--- src/fcci_pkg.sv ---
// Purpose: Constants and types shared by the coprocessor control interface.
// Assumes: One 50 MHz system clock; gated host clocks arrive as synchronous enables.
// Notes: The host microcode drives every strobe; this side only reacts.
// How it works
// - Gated clocks may stall; logic tolerates it.
// - Inhibit low keeps result bus undriven.
// - Select without inhibit drives output data.
// - Service counts granted on grant plus select.
// - Abort strobe with select drops instruction.
// - Presence query drives result bit 14 high.
// - Init strobe with select initialises coprocessor.
// - Status bits three and two set modes.
// - Condition-code load enable low only when loading.
// - Overflow, zero, negative codes from last result.
// - Acknowledge once synchronised with the host.
// - Attention marks ready to proceed.
// - Operate only while present enable high.
// - Fetched register loads only when enabled.
// - Error abort line drops current instruction.
// - Copy fetched to executing register, decode it.
package fcci_pkg;
    localparam int DATA_W = 16;
    localparam int STAT_W = 4;
    localparam int PRESENCE_BIT = 14;
    localparam int FLOAT_OP_HI = 15;
    localparam int FLOAT_OP_LO = 12;
    localparam logic [3:0] FLOAT_OP_CODE = 4'hF;
    localparam int MODE_DOUBLE_BIT = 3;
    localparam int MODE_LONG_BIT = 2;
    localparam logic [DATA_W-1:0] INSTR_RESET = 16'h0000;
    localparam logic [DATA_W-1:0] DATA_ZERO = 16'h0000;
    // Execution cycles counted on gated clock edges; short fixed figure.
    localparam logic [3:0] EXEC_CYCLES = 4'h4;
    localparam logic [3:0] COUNT_ZERO = 4'h0;
    localparam logic [3:0] COUNT_ONE = 4'h1;

    typedef enum logic [2:0] {
        FCCI_IDLE = 3'b000,
        FCCI_SYNC = 3'b001,
        FCCI_EXEC = 3'b010,
        FCCI_DONE = 3'b011,
        FCCI_SERV = 3'b100
    } fcci_state_e;
endpackage

--- src/fcci_ctrl.sv ---
// Purpose: Coprocessor end of the host control and handshake interface.
// Assumes: Host clocks are sampled as synchronous edge enables of sys_clk_i.
// Notes: The arithmetic core lives elsewhere; it reports results on core ports.
`timescale 1ns/100ps
module fcci_ctrl
    import fcci_pkg::*;
(
    // Clock and reset.
    input wire logic sys_clk_i,
    input wire logic nrst_i,
    // Host clocks, one-cycle edge markers.
    input wire logic gated_clock_a_i,
    input wire logic gated_clock_b_i,
    input wire logic free_running_clock_i,
    // Host microcontrol strobes.
    input wire logic bus_transfer_inhibit_n_i,
    input wire logic coproc_select_i,
    input wire logic service_grant_strobe_i,
    input wire logic abort_strobe_i,
    input wire logic presence_query_strobe_i,
    input wire logic init_strobe_i,
    input wire logic error_abort_n_i,
    input wire logic coproc_present_enable_i,
    // Status and synchronisation from the host.
    input wire logic [STAT_W-1:0] float_status_reg_i,
    input wire logic sync_go_i,
    input wire logic instr_load_enable_n_i,
    input wire logic [DATA_W-1:0] instr_i,
    // Core result side.
    input wire logic [DATA_W-1:0] core_data_i,
    input wire logic core_overflow_i,
    input wire logic core_service_i,
    // Result bus toward the host.
    output logic [DATA_W-1:0] result_bus_to_cpu_o,
    output logic result_bus_to_cpu_oe_o,
    // Condition codes and handshake toward the host.
    output logic cc_load_enable_n_o,
    output logic cc_overflow_o,
    output logic cc_zero_o,
    output logic cc_negative_o,
    output logic sync_ack_o,
    output logic proceed_attention_o,
    output logic service_request_n_o,
    // Decode and mode view for the core.
    output logic [DATA_W-1:0] executing_instr_o,
    output logic exec_is_float_o,
    output logic mode_double_o,
    output logic mode_long_o,
    output logic busy_o
);
    logic [DATA_W-1:0] fetched_instr_reg;
    logic [DATA_W-1:0] executing_instr_reg;
    logic init_hit;
    logic abort_hit;
    logic grant_hit;
    logic query_hit;
    logic drive_hit;
    logic step;
    logic fetch_load;
    logic exec_load;
    fcci_state_e state;
    fcci_state_e next_state;
    logic [3:0] count;
    logic [3:0] next_count;
    logic cc_v;
    logic cc_z;
    logic cc_n;
    logic next_cc_v;
    logic next_cc_z;
    logic next_cc_n;
    logic cc_en;
    logic next_cc_en;
    logic serv;
    logic next_serv;
    logic [DATA_W-1:0] out_data;
    logic [DATA_W-1:0] next_out_data;
    logic out_oe;
    logic next_out_oe;

    // Qualified host strobes.
    assign init_hit = (coproc_select_i && init_strobe_i)
        || !coproc_present_enable_i;
    assign abort_hit = (coproc_select_i && abort_strobe_i) || !error_abort_n_i;
    assign grant_hit = coproc_select_i && service_grant_strobe_i;
    assign drive_hit = coproc_select_i && bus_transfer_inhibit_n_i
        && coproc_present_enable_i;
    // An absent block stays silent, even to a presence query.
    assign query_hit = presence_query_strobe_i && drive_hit;
    // Synchronise and execute advance only on gated edges, so a frozen clock simply holds those states.
    assign step = gated_clock_a_i || gated_clock_b_i;
    assign fetch_load = free_running_clock_i && !instr_load_enable_n_i
        && coproc_present_enable_i;
    assign exec_load = (state == FCCI_SYNC) && step && !abort_hit;

    // Fetched-instruction register, loaded by the host.
    fcci_instr_reg u_fetched (
        .sys_clk_i(sys_clk_i),
        .nrst_i(nrst_i),
        .clear_i(init_hit),
        .load_i(fetch_load),
        .data_i(instr_i),
        .data_o(fetched_instr_reg)
    );

    // Executing-instruction register, copied from the fetched one at start.
    fcci_instr_reg u_executing (
        .sys_clk_i(sys_clk_i),
        .nrst_i(nrst_i),
        .clear_i(init_hit),
        .load_i(exec_load),
        .data_i(fetched_instr_reg),
        .data_o(executing_instr_reg)
    );

    // Sequencer: go, synchronise, execute, report, wait for next go.
    always_comb begin
        next_state = state;
        next_count = count;
        next_cc_v = cc_v;
        next_cc_z = cc_z;
        next_cc_n = cc_n;
        next_cc_en = 1'b0;
        next_serv = serv;
        if (init_hit || abort_hit) begin
            next_state = FCCI_IDLE;
            next_count = COUNT_ZERO;
            next_serv = 1'b0;
        end else begin
            if (grant_hit) begin
                next_serv = 1'b0;
            end
            unique case (state)
                FCCI_IDLE: begin
                    if (sync_go_i) begin
                        next_state = FCCI_SYNC;
                    end
                end
                FCCI_SYNC: begin
                    if (step) begin
                        next_state = FCCI_EXEC;
                        next_count = EXEC_CYCLES;
                    end
                end
                FCCI_EXEC: begin
                    if (step) begin
                        if (count == COUNT_ONE) begin
                            next_state = FCCI_DONE;
                            next_count = COUNT_ZERO;
                        end else begin
                            next_count = count - COUNT_ONE;
                        end
                    end
                end
                FCCI_DONE: begin
                    // Latch codes from the finished result and pulse the load enable.
                    next_cc_v = core_overflow_i;
                    next_cc_z = (core_data_i == DATA_ZERO);
                    next_cc_n = core_data_i[DATA_W-1];
                    next_cc_en = 1'b1;
                    if (core_service_i) begin
                        next_state = FCCI_SERV;
                        next_serv = 1'b1;
                    end else begin
                        next_state = FCCI_IDLE;
                    end
                end
                FCCI_SERV: begin
                    if (grant_hit) begin
                        next_state = FCCI_IDLE;
                    end
                end
                default: begin
                    next_state = FCCI_IDLE;
                end
            endcase
        end
    end

    // Sequencer and condition-code registers.
    always_ff @(posedge sys_clk_i or negedge nrst_i) begin
        if (!nrst_i) begin
            state <= FCCI_IDLE;
            count <= COUNT_ZERO;
            cc_v <= 1'b0;
            cc_z <= 1'b0;
            cc_n <= 1'b0;
            cc_en <= 1'b0;
            serv <= 1'b0;
        end else begin
            state <= next_state;
            count <= next_count;
            cc_v <= next_cc_v;
            cc_z <= next_cc_z;
            cc_n <= next_cc_n;
            cc_en <= next_cc_en;
            serv <= next_serv;
        end
    end

    // Output mux onto the result bus, presence bit on a query.
    always_comb begin
        next_out_data = DATA_ZERO;
        next_out_oe = 1'b0;
        if (query_hit) begin
            next_out_data[PRESENCE_BIT] = 1'b1;
            next_out_oe = 1'b1;
        end else if (drive_hit) begin
            next_out_data = core_data_i;
            next_out_oe = 1'b1;
        end
    end

    // Result bus registers.
    always_ff @(posedge sys_clk_i or negedge nrst_i) begin
        if (!nrst_i) begin
            out_data <= DATA_ZERO;
            out_oe <= 1'b0;
        end else begin
            out_data <= next_out_data;
            out_oe <= next_out_oe;
        end
    end

    // Host-facing outputs.
    assign result_bus_to_cpu_o = out_data;
    assign result_bus_to_cpu_oe_o = out_oe && bus_transfer_inhibit_n_i;
    assign cc_load_enable_n_o = !cc_en;
    assign cc_overflow_o = cc_v;
    assign cc_zero_o = cc_z;
    assign cc_negative_o = cc_n;
    assign sync_ack_o = (state == FCCI_EXEC) && (count == EXEC_CYCLES);
    assign proceed_attention_o = (state == FCCI_IDLE) && coproc_present_enable_i;
    assign service_request_n_o = !serv;
    // Decode view of the executing copy and live mode bits.
    assign executing_instr_o = executing_instr_reg;
    assign exec_is_float_o =
        (executing_instr_reg[FLOAT_OP_HI:FLOAT_OP_LO] == FLOAT_OP_CODE);
    assign mode_double_o = float_status_reg_i[MODE_DOUBLE_BIT];
    assign mode_long_o = float_status_reg_i[MODE_LONG_BIT];
    assign busy_o = (state != FCCI_IDLE);
endmodule

--- src/fcci_instr_reg.sv ---
// Purpose: Enabled 16-bit instruction holding register.
// Assumes: Load is a synchronous enable on the system clock.
// Notes: Clears to a neutral value on reset or synchronous clear.
`timescale 1ns/100ps
module fcci_instr_reg
    import fcci_pkg::*;
(
    // Clock and reset.
    input wire logic sys_clk_i,
    input wire logic nrst_i,
    // Control.
    input wire logic clear_i,
    input wire logic load_i,
    // Data.
    input wire logic [DATA_W-1:0] data_i,
    output logic [DATA_W-1:0] data_o
);
    logic [DATA_W-1:0] value;
    logic [DATA_W-1:0] next_value;

    // Clear has priority over load.
    always_comb begin
        next_value = value;
        if (clear_i) begin
            next_value = INSTR_RESET;
        end else if (load_i) begin
            next_value = data_i;
        end
    end

    // Holds the value.
    always_ff @(posedge sys_clk_i or negedge nrst_i) begin
        if (!nrst_i) begin
            value <= INSTR_RESET;
        end else begin
            value <= next_value;
        end
    end

    assign data_o = value;
endmodule

--- config.mk ---
export PLATFORM = sky130hd
export DESIGN_NAME = fcci_ctrl
export DESIGN_NICKNAME = d
export VERILOG_FILES = /design/src/fcci_pkg.sv /design/src/fcci_ctrl.sv /design/src/fcci_instr_reg.sv
export SDC_FILE = /design/constraint.sdc
export NUM_CORES = 1
export LEC_CHECK = 0
export BUFFER_PORTS_ARGS = -buffer_cell sky130_fd_sc_hd__buf_2
export CORE_ASPECT_RATIO = 0.5
export CORE_MARGIN = 1
export CORE_UTILIZATION = 48
export CTS_CLUSTER_DIAMETER = 150
export DETAILED_ROUTE_END_ITERATION = 7
export PLACE_DENSITY = 0.87
export SETUP_SLACK_MARGIN = 0.1
export SLEW_MARGIN = 15
export SYNTH_ARGS = -nofsm -noshare
export SYNTH_HDL_FRONTEND = slang
export SYNTH_SLANG_ARGS = --single-unit
--- constraint.sdc ---
create_clock -name sys_clk_i -period 2.6 [get_ports sys_clk_i]
set_clock_uncertainty 0.2 [all_clocks]
set_input_delay 0 -clock sys_clk_i [delete_from_list [all_inputs] [get_ports sys_clk_i]]
set_output_delay 0 -clock sys_clk_i [all_outputs]
set_load 0.1 [all_outputs]
==> impl_metrics.ini <==
[sta]
fin_crit_ns = 2.44
rsz0062_at_grt = no
tightest_slew_ns = 0.980
hold_viol = 0
tns_ns = 0
slew-limit-headroom_pct = 34.5
fmax_mhz = 410
setup_ws_ns = 0.162
setup_violations = 0
timing.final.crit_share_pct = 93.8
holdWs_ns = 0.0209
slew_viol_final = 0

[yosys]
syn-instance-count = 233
synthAdderAreaFrac_pct = 1.47
netlist_area_um2 = 2560
ys_seq_area_share_pct = 59.7
synth_top_family_by_area = simple AND/OR/NAND/NOR gates
async_reset_ff_share_pct = 100
avgSynthCellArea_um2 = 11.0
ys_types = 44
synthXorXnorAreaFrac_pct = 0.343
synth_edf_count = 0
ys_seq_elements = 61
synth_nets = 289
synth_compound_area_share_pct = 13.6
muxShareOfSynthArea_pct = 1.27
ys_warn_count = 0
synth_ff_type = dfrtp_1
synth_simple_gate_area_share_pct = 19.1

[global_route]
grt_usage_pct = 34.4
grt_pass1_wl_um = 14200
grt_pass1_vias = 2813
grt_max_degree = 23
grt-ovfl-total = 0
antenna_found_initial = 0

[clock_network]
insertion_delay_ns = 0.35
cts_tree = built
htreeDepth = 3
cts_buffer_depth = 2
cts-buffers-inserted = 9
cts.sinks = 61
cts.clk_slew.worst_paths_ns = 0.09
clock-root-buffer = clkbuf_8
cts_setup_buffers = 0

[cells_and_area]
final_nets = 470
syn_to_final_growth_pct = 62.8
final_cell_mix = dlygate4sd3_1 (90), buf_2 (90), dfrtp_1 (61)
final_util_pct = 82.9
final_cell_count_no_fill = 490
fin_area_um2 = 4160
drive_gt1_share_pct = 29.4

[die]
die_x_um = 105
num_rows = 18
core_um2 = 5020
ioPinCount = 97
die_area_um2 = 5640
fp.dieH_um = 53.6
start_util_pct = 50.9

[pwr]
p_per_area_nw_per_um2 = 496
finalPower_mw = 2.06
power.share.clock_pct = 37.4
power_frac_seq_pct = 47.3
switchingPower_mw = 0.624
ir_worst_vdd_mv = 0.300
p_leak_nw = 2.09
cell_internal_pwr_mw = 1.44
comb_power_share_pct = 15.4
switching_share_pct = 30.2

[drt]
wire_per_inst_um = 19.1
vias = 2785
routed.top_layer = met4
dr_wl_met2_um = 4390
wl_met3_um = 814
antenna_left = 0
drc = 0
routed_wl_um = 9350
routed_via_density = 5.68
m1WireLength_um = 3660
first_pass_iters = 8
drt_iter0_drc = 255

[critical_path]
path_max_fanout = 5
critPathMostFrequentCell = dlygate4sd3_1
startpoint_type = primary input
end_kind = register
crit_type = in2reg
critPathArrivalTime_ns = 2.51
path_cells = dlygate4sd3_1 > buf_2 > nand2_1 > dlygate4sd3_1 > nor3_1 > buf_4 > o2bb2ai_1 > dlygate4sd3_1
max_stage_delay_ns = 0.59
cp.required_ns = 2.67
crit_slowest_cell = dlygate4sd3_1
rr_endpoint = serv$_DFF_PN0_
rr_startpoint = state[2]$_DFFE_PN0P_
reg2reg_setup_slack_ns = 0.40
ff2ff_path_depth = 5

[placement]
hpwl_um = 4040
place_ws_ns = 0.684
place_area_um2 = 3060
gp_congestion = 0.873
dp.cells = 382
io_buffers = 90

[min_path]
hold_class = in2async

[run]
max-cap-violations = 0

[run_status]
outcome = complete, no violations
==> repair_timing <==
action                     in CTS  in global routing
hold endpoints to repair      108                  0
resized for setup               0                  4
setup endpoints to repair       0                  3
hold buffers                   92                  0
==> kinds of logic (layout without fill, tap and decap cells) <==
| kind of cell | count (synthesis) | count (layout) |
|---|---|---|
| AOI/OAI and AO/OA | 50 | 50 |
| xor gates and xnor gates | 1 | 1 |
| adders and majority gates | 3 | 3 |
| buffers and inverters | 25 | 211 |
| DFF | 61 | 61 |
| muxes | 3 | 3 |
| other | 0 | 1 |
| and+or+nand+nor | 90 | 90 |
==> registers in the layout, indices dropped and copies added, names as in the netlist <==
name / flops
result_bus_to_cpu_o: 16
u_executing.data_o: 16
u_fetched.data_o: 16
count: 4
state: 3
cc_en: 1
cc_negative_o: 1
cc_overflow_o: 1
cc_zero_o: 1
out_oe: 1
serv: 1
==> worst max-delay path, delay by kind of cell <==
| kind | cells | cell delay, ns |
|---|---|---|
| AND/OR/NAND/NOR | 2 | 0.37 |
| AO/OA/AOI/OAI | 1 | 0.12 |
| buffers and inverters | 5 | 2.02 |
==> cells in the mapped netlist (2+ instances only) <==
library cell | instances | area (um2)
dfrtp_1 | 61 | 1530
nand2_1 | 36 | 135
a21oi_1 | 20 | 100
a22o_1 | 16 | 140
and2_1 | 16 | 100
inv_1 | 9 | 33.8
clkbuf_1 | 7 | 26.3
nor2_1 | 7 | 26.3
buf_2 | 5 | 25.0
buf_4 | 4 | 30.0
nor4_1 | 4 | 25.0
ha_1 | 3 | 37.5
nand2b_1 | 3 | 18.8
nor3_1 | 3 | 15.0
mux2_2 | 2 | 22.5
nand3_1 | 2 | 10.0
nor3b_1 | 2 | 15.0
o21a_1 | 2 | 15.0
o21ai_0 | 2 | 10.0
o21bai_1 | 2 | 15.0
o32ai_1 | 2 | 17.5
or3_1 | 2 | 12.5
or4_1 | 2 | 15.0
==> metal layers <==
layer | global-route usage [%] | vias to the layer above
li1 | - | 1169
met1 | 41.3 | 1314
met2 | 57.7 | 235
met3 | 8.84 | 67
met4 | 22.3 | 0
met5 | 0 | -
==> cell type report <==
class	instances	area (um2)
flip-flops and latches	61	1530
repair buffers	186	1400
multi-input cells	147	936
fillers	233	860
clock buffers	9	124
well taps	70	87.6
clock inverters	7	51.3
inverters	9	33.8
diodes	1	2.50
==> worst max-delay path by stage <==
stage                                     from                    to  slack (ns)  cells after the start
after global routing           error_abort_n_i        serv$_DFF_PN0_        0.14                      8
after CTS                 count[1]$_DFFE_PN0P_  state[0]$_DFFE_PN0P_        0.15                      6
final                          error_abort_n_i        serv$_DFF_PN0_        0.16                      8
after floorplan           state[2]$_DFFE_PN0P_   proceed_attention_o        0.15                      3
after global placement    state[1]$_DFFE_PN0P_  count[3]$_DFFE_PN0P_        0.73                      3
after detailed placement  count[1]$_DFFE_PN0P_  state[0]$_DFFE_PN0P_        0.68                      5
==> power by group through the flow <==
stage	sequential [mW]	clock [mW]	combinational, mW
floorplan	1.04	0	0.0867
global placement	0.991	0	0.196
detailed placement	0.992	0	0.200
CTS	0.974	0.748	0.297
global route	0.977	0.820	0.331
finish	0.976	0.771	0.317
Note: power is estimated with default switching activity, not from simulation.
